===== config.mk =====
export PLATFORM = sky130hd
export DESIGN_NAME = sfsr_top
export DESIGN_NICKNAME = d
export VERILOG_FILES = /design/src/sfsr_pkg.sv /design/src/sfsr_sync.sv /design/src/sfsr_top.sv
export VERILOG_INCLUDE_DIRS = /design/src
export SDC_FILE = /design/constraint.sdc
export NUM_CORES = 1
export LEC_CHECK = 0
export BUFFER_PORTS_ARGS = -buffer_cell sky130_fd_sc_hd__buf_2
export CAP_MARGIN = 15
export CORE_ASPECT_RATIO = 1.25
export CORE_MARGIN = 4
export CORE_UTILIZATION = 40
export CTS_CLUSTER_SIZE = 12
export DETAILED_ROUTE_END_ITERATION = 12
export HOLD_SLACK_MARGIN = 0.05
export PLACE_DENSITY = 0.64
export SLEW_MARGIN = 15
export SYNTH_ARGS = -nofsm -noshare
export SYNTH_HDL_FRONTEND = slang
export SYNTH_SLANG_ARGS = --single-unit

===== constraint.sdc =====
create_clock -name i_clk_sys -period 4.5 [get_ports i_clk_sys]
set_input_delay 0 -clock i_clk_sys [delete_from_list [all_inputs] [get_ports i_clk_sys]]
set_output_delay 0 -clock i_clk_sys [all_outputs]
set_load 0.02 [all_outputs]

===== src/sfsr_cfg.svh =====
// Constants for the serial flash status register block.
`ifndef SFSR_CFG_SVH
`define SFSR_CFG_SVH

// ****************************************************************
// Command opcodes
// ****************************************************************
`define SFSR_OP_READ_STATUS 8'h05
`define SFSR_OP_WRITE_ONE 8'h01
`define SFSR_OP_WRITE_TWO 8'h31
`define SFSR_OP_WRITE_EN 8'h06
`define SFSR_OP_WRITE_DIS 8'h04
`define SFSR_OP_ABORT 8'hF0
`define SFSR_ABORT_CONFIRM 8'hD0

// ****************************************************************
// Status byte one fields
// ****************************************************************
`define SFSR_B1_LOCK 7
`define SFSR_B1_FAIL 5
`define SFSR_B1_GUARD 4
`define SFSR_B1_SWP_HI 3
`define SFSR_B1_SWP_LO 2
`define SFSR_B1_WEL 1
`define SFSR_B1_BUSY 0
`define SFSR_GLOBAL_HI 5
`define SFSR_GLOBAL_LO 2

// ****************************************************************
// Status byte two fields
// ****************************************************************
`define SFSR_B2_ABORT_EN 4
`define SFSR_B2_LOCKDOWN_EN 3
`define SFSR_B2_PROG_PAUSED 2
`define SFSR_B2_ERASE_PAUSED 1
`define SFSR_B2_BUSY 0

// ****************************************************************
// Protection summary codes and counters
// ****************************************************************
`define SFSR_SWP_NONE 2'h0
`define SFSR_SWP_SOME 2'h1
`define SFSR_SWP_ALL 2'h3
`define SFSR_BIT_LAST 3'h7
`define SFSR_BIT_FIRST 3'h0

`endif


===== src/sfsr_pkg.sv =====
// Types shared by the serial flash status register block.
`default_nettype none
package sfsr_pkg;

    // Phase of the serial command frame.
    typedef enum logic [2:0] {
        SFSR_OPCODE,
        SFSR_READ,
        SFSR_DATA,
        SFSR_CONFIRM,
        SFSR_EXTRA
    } sfsr_phase_t;

endpackage : sfsr_pkg
`default_nettype wire


===== src/sfsr_sync.sv =====
// Two flip-flop synchroniser for pins from outside the clock domain.
`timescale 1ns/1ps
`default_nettype none
module sfsr_sync #(
    parameter int WIDTH = 4
) (
    input wire logic i_clk_sys, // System clock.
    input wire logic i_arst_n, // Asynchronous reset, active low.
    input wire logic [WIDTH-1:0] i_async, // Raw pin levels.
    input wire logic [WIDTH-1:0] i_reset_val, // Constant level held during reset.
    output logic [WIDTH-1:0] o_sync // Synchronised levels.
);

    logic [WIDTH-1:0] stage_q;
    logic [WIDTH-1:0] sync_q;

    // The first stage feeds only the second stage.
    always_ff @(posedge i_clk_sys or negedge i_arst_n) begin
        if (!i_arst_n) begin
            stage_q <= '0;
            sync_q <= '0;
        end else begin
            stage_q <= i_async ^ i_reset_val;
            sync_q <= stage_q;
        end
    end

    // Flipping by a constant lets idle-high pins read idle during reset.
    assign o_sync = sync_q ^ i_reset_val;

endmodule : sfsr_sync
`default_nettype wire


===== src/sfsr_top.sv =====
// Status register bank of a serial flash, reached over its serial command pins.
//
// Notes on behaviour
// - Byte two bits 7 to 5 read zero.
// - Byte two bit 4 enables abort command.
// - Byte two bit 3 enables lockdown commands.
// - Byte two bit 2 shows program paused.
// - Byte two bit 1 shows erase paused.
// - Byte two bit 0 is busy flag.
// - Byte two write changes bits 4, 3 only.
// - Lock set blocks all sector protection changes.
// - Lock clear at power-up, abort keeps it.
// - Guard pin asserted: lock only 0 to 1.
// - Byte one write changes only lock bit.
// - Failed byte sets program fail flag.
// - Refused operations never set fail flag.
// - Read-only bit mirrors guard pin state.
// - Summary reports none, some, all protected.
// - Latch clear rejects all modifying commands.
// - Latch clear after power-up and reset.
// - Latch clears when modifying operations end.
// - Partial opcode abort keeps latch set.
// - Abort ignored unless enabled; enable persistent.
// - Lockdown ignored unless enabled; enable persistent.
// - Freeze holds lockdown enable at zero.
// - Read opcode streams both bytes repeatedly.
// - Summary codes 00, 01, 11; 10 unused.
// - Byte one write is opcode plus byte.
// - Byte two write is opcode plus byte.
`timescale 1ns/1ps
`default_nettype none
`include "sfsr_cfg.svh"
module sfsr_top (
    input wire logic i_clk_sys, // System clock, 100 MHz.
    input wire logic i_arst_n, // Asynchronous reset, active low; acts as power-up.
    input wire logic i_sck, // Serial clock pin.
    input wire logic i_cs_n, // Chip select pin, active low.
    input wire logic i_si, // Serial data in pin.
    output logic o_so, // Serial data out pin.
    output logic o_so_oe, // Serial data out enable, high while driving.
    input wire logic i_guard_n, // Write-guard pin, active low.
    input wire logic i_busy, // Core runs an internal operation.
    input wire logic i_prog_paused, // Core holds a program-suspended sector.
    input wire logic i_erase_paused, // Core holds an erase-suspended sector.
    input wire logic i_any_protected, // At least one sector is protected.
    input wire logic i_all_protected, // Every sector is protected.
    input wire logic i_op_done, // Pulse: program or erase finished.
    input wire logic i_op_fail, // With i_op_done: a byte failed.
    input wire logic i_op_refused, // With i_op_done: refused, not failed.
    input wire logic i_latch_op_end, // Pulse: modifying operation ended or aborted.
    input wire logic i_hold_abort, // Pulse: a hold condition aborted.
    input wire logic i_freeze_done, // Pulse: freeze-lockdown executed.
    output logic o_write_latch, // Write latch, lets modifying commands run.
    output logic o_protection_lock, // Protection lock bit.
    output logic o_sector_cmd_allowed, // Sector protect changes may run.
    output logic o_lockdown_allowed, // Lockdown and freeze commands may run.
    output logic o_abort_enable, // Abort command enable bit.
    output logic o_abort_pulse, // Pulse: accepted abort command.
    output logic o_global_pulse, // Pulse: global protect request.
    output logic [3:0] o_global_code // Global protect request code.
);

    // ****************************************************************
    // Pin synchronisers
    // ****************************************************************

    logic sck_s;
    logic cs_n_s;
    logic si_s;
    logic guard_n_s;

    // All four pins come from outside the clock domain.
    sfsr_sync #(
        .WIDTH(4)
    ) u_sync (
        .i_clk_sys(i_clk_sys),
        .i_arst_n(i_arst_n),
        .i_async({i_sck, i_cs_n, i_si, i_guard_n}),
        .i_reset_val(4'h5),
        .o_sync({sck_s, cs_n_s, si_s, guard_n_s})
    );

    // ****************************************************************
    // Status byte assembly
    // ****************************************************************

    logic lock_q, lock_d;
    logic fail_q, fail_d;
    logic wel_q, wel_d;
    logic abort_en_q, abort_en_d;
    logic lockdown_en_q, lockdown_en_d;
    logic frozen_q, frozen_d;
    logic abort_pulse_q, abort_pulse_d;
    logic global_pulse_q, global_pulse_d;
    logic [3:0] global_code_q, global_code_d;

    // Builds byte one (sel low) or byte two (sel high) from live state.
    function automatic logic [7:0] status_byte(input logic sel);
        logic [7:0] b;
        b = 8'h00;
        if (!sel) begin
            b[`SFSR_B1_LOCK] = lock_q;
            b[`SFSR_B1_FAIL] = fail_q;
            b[`SFSR_B1_GUARD] = guard_n_s;
            if (i_all_protected) begin
                b[`SFSR_B1_SWP_HI:`SFSR_B1_SWP_LO] = `SFSR_SWP_ALL;
            end else if (i_any_protected) begin
                b[`SFSR_B1_SWP_HI:`SFSR_B1_SWP_LO] = `SFSR_SWP_SOME;
            end else begin
                b[`SFSR_B1_SWP_HI:`SFSR_B1_SWP_LO] = `SFSR_SWP_NONE;
            end
            b[`SFSR_B1_WEL] = wel_q;
            b[`SFSR_B1_BUSY] = i_busy;
        end else begin
            // Bits 7 to 5 stay zero.
            b[`SFSR_B2_ABORT_EN] = abort_en_q;
            b[`SFSR_B2_LOCKDOWN_EN] = lockdown_en_q;
            b[`SFSR_B2_PROG_PAUSED] = i_prog_paused;
            b[`SFSR_B2_ERASE_PAUSED] = i_erase_paused;
            b[`SFSR_B2_BUSY] = i_busy;
        end
        return b;
    endfunction : status_byte

    // ****************************************************************
    // Serial frame engine
    // ****************************************************************

    sfsr_pkg::sfsr_phase_t phase_q, phase_d;
    logic sck_prev_q, sck_prev_d;
    logic cs_prev_q, cs_prev_d;
    logic [2:0] bit_cnt_q, bit_cnt_d;
    logic [7:0] shift_q, shift_d;
    logic [7:0] opcode_q, opcode_d;
    logic [7:0] data_q, data_d;
    logic opcode_ok_q, opcode_ok_d;
    logic data_ok_q, data_ok_d;
    logic confirm_ok_q, confirm_ok_d;
    logic [7:0] tx_q, tx_d;
    logic [2:0] tx_cnt_q, tx_cnt_d;
    logic tx_sel_q, tx_sel_d;
    logic so_q, so_d;
    logic so_oe_q, so_oe_d;

    logic sck_rise;
    logic sck_fall;
    logic frame_end;
    logic [7:0] byte_in;
    logic [7:0] tx_byte;

    assign sck_rise = sck_s & ~sck_prev_q;
    assign sck_fall = ~sck_s & sck_prev_q;
    assign frame_end = cs_n_s & ~cs_prev_q;
    assign byte_in = {shift_q[6:0], si_s};

    // Samples input bits on rising edges, drives output on falling edges.
    always_comb begin
        phase_d = phase_q;
        sck_prev_d = sck_s;
        cs_prev_d = cs_n_s;
        bit_cnt_d = bit_cnt_q;
        shift_d = shift_q;
        opcode_d = opcode_q;
        data_d = data_q;
        opcode_ok_d = opcode_ok_q;
        data_ok_d = data_ok_q;
        confirm_ok_d = confirm_ok_q;
        tx_d = tx_q;
        tx_cnt_d = tx_cnt_q;
        tx_sel_d = tx_sel_q;
        so_d = so_q;
        tx_byte = status_byte(tx_sel_q);
        if (cs_n_s) begin
            // Idle: the frame flags were read by the status logic this cycle.
            phase_d = sfsr_pkg::SFSR_OPCODE;
            bit_cnt_d = `SFSR_BIT_FIRST;
            opcode_ok_d = 1'b0;
            data_ok_d = 1'b0;
            confirm_ok_d = 1'b0;
            tx_cnt_d = `SFSR_BIT_FIRST;
            tx_sel_d = 1'b0;
        end else begin
            if (sck_rise) begin
                shift_d = byte_in;
                bit_cnt_d = bit_cnt_q + 3'h1;
                if (bit_cnt_q == `SFSR_BIT_LAST) begin
                    case (phase_q)
                        sfsr_pkg::SFSR_OPCODE: begin
                            opcode_d = byte_in;
                            opcode_ok_d = 1'b1;
                            if (byte_in == `SFSR_OP_READ_STATUS) begin
                                phase_d = sfsr_pkg::SFSR_READ;
                            end else if (byte_in == `SFSR_OP_WRITE_ONE ||
                                         byte_in == `SFSR_OP_WRITE_TWO) begin
                                phase_d = sfsr_pkg::SFSR_DATA;
                            end else if (byte_in == `SFSR_OP_ABORT) begin
                                phase_d = sfsr_pkg::SFSR_CONFIRM;
                            end else begin
                                phase_d = sfsr_pkg::SFSR_EXTRA;
                            end
                        end
                        sfsr_pkg::SFSR_DATA: begin
                            data_d = byte_in;
                            data_ok_d = 1'b1;
                            phase_d = sfsr_pkg::SFSR_EXTRA;
                        end
                        sfsr_pkg::SFSR_CONFIRM: begin
                            confirm_ok_d = (byte_in == `SFSR_ABORT_CONFIRM);
                            phase_d = sfsr_pkg::SFSR_EXTRA;
                        end
                        sfsr_pkg::SFSR_READ: begin
                            phase_d = sfsr_pkg::SFSR_READ;
                        end
                        default: begin
                            phase_d = sfsr_pkg::SFSR_EXTRA;
                        end
                    endcase
                end
            end
            // Each falling edge presents the next bit, byte one then two.
            if (sck_fall && phase_q == sfsr_pkg::SFSR_READ) begin
                if (tx_cnt_q == `SFSR_BIT_FIRST) begin
                    so_d = tx_byte[7];
                    tx_d = {tx_byte[6:0], 1'b0};
                end else begin
                    so_d = tx_q[7];
                    tx_d = {tx_q[6:0], 1'b0};
                end
                tx_cnt_d = tx_cnt_q + 3'h1;
                if (tx_cnt_q == `SFSR_BIT_LAST) begin
                    tx_sel_d = ~tx_sel_q;
                end
            end
        end
        so_oe_d = ~cs_n_s && phase_d == sfsr_pkg::SFSR_READ;
    end

    // Registers the frame engine.
    always_ff @(posedge i_clk_sys or negedge i_arst_n) begin
        if (!i_arst_n) begin
            phase_q <= sfsr_pkg::SFSR_OPCODE;
            sck_prev_q <= 1'b0;
            cs_prev_q <= 1'b1;
            bit_cnt_q <= `SFSR_BIT_FIRST;
            shift_q <= 8'h00;
            opcode_q <= 8'h00;
            data_q <= 8'h00;
            opcode_ok_q <= 1'b0;
            data_ok_q <= 1'b0;
            confirm_ok_q <= 1'b0;
            tx_q <= 8'h00;
            tx_cnt_q <= `SFSR_BIT_FIRST;
            tx_sel_q <= 1'b0;
            so_q <= 1'b0;
            so_oe_q <= 1'b0;
        end else begin
            phase_q <= phase_d;
            sck_prev_q <= sck_prev_d;
            cs_prev_q <= cs_prev_d;
            bit_cnt_q <= bit_cnt_d;
            shift_q <= shift_d;
            opcode_q <= opcode_d;
            data_q <= data_d;
            opcode_ok_q <= opcode_ok_d;
            data_ok_q <= data_ok_d;
            confirm_ok_q <= confirm_ok_d;
            tx_q <= tx_d;
            tx_cnt_q <= tx_cnt_d;
            tx_sel_q <= tx_sel_d;
            so_q <= so_d;
            so_oe_q <= so_oe_d;
        end
    end

    // ****************************************************************
    // Status bit update
    // ****************************************************************

    logic on_boundary;
    logic is_write_cmd;
    logic write_commit;

    assign on_boundary = (bit_cnt_q == `SFSR_BIT_FIRST);
    // A partial opcode never counts as a write command.
    assign is_write_cmd = opcode_ok_q &&
                          (opcode_q == `SFSR_OP_WRITE_ONE || opcode_q == `SFSR_OP_WRITE_TWO);
    assign write_commit = frame_end && is_write_cmd && data_ok_q && on_boundary && wel_q;

    // Applies command results at frame end and core events; write enable wins over latch clears, freeze clear wins over lockdown enable set.
    always_comb begin
        lock_d = lock_q;
        fail_d = fail_q;
        wel_d = wel_q;
        abort_en_d = abort_en_q;
        lockdown_en_d = lockdown_en_q;
        frozen_d = frozen_q;
        abort_pulse_d = 1'b0;
        global_pulse_d = 1'b0;
        global_code_d = global_code_q;
        // A program or erase refused by protection or pausing leaves no error.
        if (i_op_done) begin
            fail_d = i_op_fail && !i_op_refused;
        end
        // Modifying operations and hold aborts drop the latch.
        if (i_latch_op_end || i_hold_abort) begin
            wel_d = 1'b0;
        end
        // Full write opcode seen: the latch drops whether it commits or aborts.
        if (frame_end && is_write_cmd) begin
            wel_d = 1'b0;
        end
        if (write_commit && opcode_q == `SFSR_OP_WRITE_ONE) begin
            // Only the lock bit of byte one is writable.
            if (!(guard_n_s == 1'b0 && lock_q && !data_q[`SFSR_B1_LOCK])) begin
                lock_d = data_q[`SFSR_B1_LOCK];
                global_pulse_d = !lock_q;
                global_code_d = data_q[`SFSR_GLOBAL_HI:`SFSR_GLOBAL_LO];
            end
        end
        if (write_commit && opcode_q == `SFSR_OP_WRITE_TWO) begin
            abort_en_d = data_q[`SFSR_B2_ABORT_EN];
            if (!frozen_q) begin
                lockdown_en_d = data_q[`SFSR_B2_LOCKDOWN_EN];
            end
        end
        if (frame_end && on_boundary && opcode_ok_q && opcode_q == `SFSR_OP_WRITE_DIS) begin
            wel_d = 1'b0;
        end
        // Abort keeps lock and enables; only the latch drops.
        if (frame_end && on_boundary && confirm_ok_q && opcode_q == `SFSR_OP_ABORT &&
            abort_en_q) begin
            abort_pulse_d = 1'b1;
            wel_d = 1'b0;
        end
        if (i_freeze_done) begin
            frozen_d = 1'b1;
        end
        if (frozen_q || i_freeze_done) begin
            lockdown_en_d = 1'b0;
        end
        // Write enable is applied last so that it wins.
        if (frame_end && on_boundary && opcode_ok_q && opcode_q == `SFSR_OP_WRITE_EN) begin
            wel_d = 1'b1;
        end
    end

    // Registers the status bits; reset stands in for power-up.
    always_ff @(posedge i_clk_sys or negedge i_arst_n) begin
        if (!i_arst_n) begin
            lock_q <= 1'b0;
            fail_q <= 1'b0;
            wel_q <= 1'b0;
            abort_en_q <= 1'b0;
            lockdown_en_q <= 1'b0;
            frozen_q <= 1'b0;
            abort_pulse_q <= 1'b0;
            global_pulse_q <= 1'b0;
            global_code_q <= 4'h0;
        end else begin
            lock_q <= lock_d;
            fail_q <= fail_d;
            wel_q <= wel_d;
            abort_en_q <= abort_en_d;
            lockdown_en_q <= lockdown_en_d;
            frozen_q <= frozen_d;
            abort_pulse_q <= abort_pulse_d;
            global_pulse_q <= global_pulse_d;
            global_code_q <= global_code_d;
        end
    end

    // ****************************************************************
    // Outputs
    // ****************************************************************

    // Permissions handed to the command core.
    assign o_so = so_q;
    assign o_so_oe = so_oe_q;
    assign o_write_latch = wel_q;
    assign o_protection_lock = lock_q;
    assign o_sector_cmd_allowed = ~lock_q & wel_q;
    assign o_lockdown_allowed = lockdown_en_q & wel_q;
    assign o_abort_enable = abort_en_q;
    assign o_abort_pulse = abort_pulse_q;
    assign o_global_pulse = global_pulse_q;
    assign o_global_code = global_code_q;

endmodule : sfsr_top
`default_nettype wire


==> impl_metrics.env <==
export IMPL_cts_resized=0
export IMPL_fin_cells=374
export IMPL_start_util_pct=41.8
export IMPL_h_tree_depth=3
export IMPL_yosys_area_share_xor_xnor_pct=1.25
export IMPL_ios=30
export IMPL_cts_tree="built"
export IMPL_synth_top_family_by_area="simple AND/OR/NAND/NOR gates"
export IMPL_synth_simple_area_share_pct=16.4
export IMPL_worst_ir_drop_vdd_v=0.000203
export IMPL_dp_cells=347
export IMPL_die_h_um=101
export IMPL_cts_root_buf="clkbuf_8"
export IMPL_p_per_area_nw_per_um2=353
export IMPL_synth_area_top_cells="dfrtp_1 (56%), mux2_2 (8.5%), nand2_1 (3.8%)"
export IMPL_grt_pass1_vias=1861
export IMPL_fin_crit_ns=2.29
export IMPL_worst_clock_skew_ns=0.00696
export IMPL_place_gp_congestion=0.716
export IMPL_final_cell_mix="dfrtp_1 (63), buf_2 (29), nand2_1 (28), mux2_2 (21), nor2_1 (18)"
export IMPL_clk_latency_ns=0.33
export IMPL_rows=33
export IMPL_worstRegToRegCells=5
export IMPL_clk_pin_slew_ns=0.07
export IMPL_r2r_end="data_q[2]"
export IMPL_yosysTopAreaCell="dfrtp_1"
export IMPL_die_w_um=82.8
export IMPL_finalHoldViolCount=0
export IMPL_area_growth_pct=17.6
export IMPL_vias_per_cell=4.89
export IMPL_finalMaxSlewViolations=0
export IMPL_syn_nets=261
export IMPL_rsz0062_at_grt="false"
export IMPL_multi_input_area_sq_um=1110
export IMPL_drt_iter0_drc=56
export IMPL_antenna_found_initial=0
export IMPL_cts_sinks=64
export IMPL_crit_arrival_ns=2.51
export IMPL_yosysWarnings=0
export IMPL_yosys_area_share_adder_pct=2.69
export IMPL_drive_above_1_share_pct=26.1
export IMPL_firstDrtPassIters=4
export IMPL_synth_cell_type_count=44
export IMPL_worst_pin_slew_ns=0.771
export IMPL_postRouteAntennaNets=0
export IMPL_status="completed"
export IMPL_final_period_utilization_pct=51.0
export IMPL_final_common_cell="dfrtp_1"
export IMPL_synth_edf_count=0
export IMPL_ys_flop_type="dfrtp_1"
export IMPL_seqCellArea_sq_um=1600
export IMPL_grt_max_degree=65
export IMPL_worstPathMaxFanout=8
export IMPL_cap_violations=0
export IMPL_r2r_start="u_sync.sync_q[3]"
export IMPL_fillers=606
export IMPL_vias=1829
export IMPL_clockBufferDepth=2
export IMPL_synth_compound_area_share_pct=6.80
export IMPL_cp_required_ns=4.72
export IMPL_min_to="tx_q[4]"
export IMPL_portBuffers=29
export IMPL_wl_per_cell_um=13.2
export IMPL_endpoint_kind="flip-flop"
export IMPL_crit_type="flip-flop to flip-flop"
export IMPL_hp_start="i_all_protected"
export IMPL_synthMuxAreaShare_pct=12.8
export IMPL_syn_inst=238
export IMPL_cts_inserted_buffers=9
export IMPL_grt_overflow=0
export IMPL_hold_class="input pin to flip-flop"
export IMPL_whs_path_depth=5
export IMPL_synthArstFlopShare_pct=100
export IMPL_seq_area_frac_synth_pct=57.3
export IMPL_die_area_sq_um=8400
export IMPL_ys_ff_latch=64
export IMPL_start_kind="flip-flop"
export IMPL_fin_setup_tns_ns=0
export IMPL_drc=0
export IMPL_wirelength_mm=4.93
export IMPL_grt_usage_pct=13.6
export IMPL_grt_pass1_wl_mm=8.62
export IMPL_max_freq_ghz=0.436
export IMPL_p_leak_nw=1.60
export IMPL_yosysTopAreaCellShare_pct=56.4
export IMPL_fp_coreArea_sq_um=6690
export IMPL_dp_hpwl_mm=3.36
export IMPL_syn_area_per_cell_sq_um=11.7
export IMPL_slew_headroom_pct=48.6
export IMPL_syn_area_sq_um=2800
export IMPL_n_antenna_cell=0
export IMPL_setup_viol_count_final=0
export IMPL_r2r_setup_slack_ns=2.21
export IMPL_nets=305
cells in the mapped netlist (2+ instances only):
cell type and instances:
dfrtp_1 63, nand2_1 28, mux2_2 21, nor2_1 18, a21oi_1 12, o21ai_0 10
inv_1 9, ha_1 6, mux2i_1 6, nor3_1 6, clkbuf_1 5, mux2_4 4
nor3b_1 4, and2_1 3, nor2b_1 3, nor4b_1 3, xnor2_1 3, a21o_1 2
and3_1 2, buf_2 2, nand3_1 2, nand4_1 2, nand4b_1 2, or2_2 2
worst max-delay path, cell delays in order (launching register included):
cell and delay [ns]:
dfrtp_1 0.35, nor2b_1 0.45, nand2_1 0.34, nor3b_1 0.31, and3b_1 0.35, mux2_2 0.37
sequential cells by signal (all words and copies together) (netlist names), 3 cells and up:
| name | flops |
|---|---|
| data_q | 5 |
| u_sync.sync_q | 4 |
| shift_q | 7 |
| u_sync.stage_q | 4 |
| bit_cnt_q | 3 |
| phase_q | 3 |
| tx_q | 7 |
| opcode_q | 8 |
| o_global_code | 4 |
| tx_cnt_q | 3 |
cells by family after synthesis:
logic type               Yosys count
multiplexers                      31
flip-flops                        64
adder cells (fa/ha/maj)            6
AND/OR/NAND/NOR                   85
XOR/XNOR                           4
buffers and inverters             18
AO/OA/AOI/OAI                     30
through the flow:
| stage | utilization, % | setup slack, ns | area (sq um) | total power [W] | hold WS [ns] |
|---|---|---|---|---|---|
| 6_report | 49.2 | 2.21 | 3290 | 0.00116 | 0.118 |
| 5_1_grt | 49.2 | 2.07 | 3290 | 0.00123 | 0.166 |
| 4_1_cts | 49.2 | 2.21 | 3290 | 0.00118 | 0.108 |
| 3_5_place_dp | 45.1 | 2.24 | 3020 | 0.000751 | 0.109 |
| 3_3_place_gp | 45.1 | 2.31 | 3020 | 0.000750 | 0.108 |
| 2_1_floorplan | - | 2.62 | 2800 | 0.000709 | -0.296 |
power by group:
group | internal [W] | switching [W] | total [W] | leakage [nW]
Combinational | 0.0000522 | 0.0000372 | 0.0000895 | 0.685
Clock | 0.000215 | 0.000199 | 0.000414 | 0.0817
Sequential | 0.000608 | 0.0000493 | 0.000657 | 0.831
Total | 0.000875 | 0.000286 | 0.00116 | 1.60
per-layer routing:
metal | global-route usage (%) | vias to the layer above | share of wire, %
li1 | - | 913 | -
met1 | 18.1 | 874 | 48
met2 | 20.5 | 34 | 45
met4 | 5.66 | 0 | 1.6
met5 | 0 | - | 0
met3 | 4.54 | 8 | 4.9
worst max path at each step:
stage	cells past startpoint	startpoint	end	slack, ns
6_report	5	u_sync.sync_q[3]	data_q[2]	2.21
3_5_place_dp	5	u_sync.sync_q[3]	data_q[2]	2.24
2_1_floorplan	6	bit_cnt_q[0]	o_global_code[0]	2.62
3_3_place_gp	5	sck_prev_q	data_q[4]	2.31
5_1_grt	5	u_sync.sync_q[3]	data_q[2]	2.07
4_1_cts	5	u_sync.sync_q[3]	data_q[2]	2.21
what timing repair did:
item | 4_1_cts | 5_1_grt
hold buffers | 11 | 0
endpoints found under the hold margin | 72 | 0
setup buffers | 0 | 0
area by class of cell:
class                      count  area share (%)
multi-input combinational    156            33.9
timing repair buffer          41            7.99
sequential                    64            48.7
tap                           87            3.31
clock inverter                 1           0.152
inverter                      10            1.14
clock buffer                  15            4.76
Power figures use the tool's default switching activity.
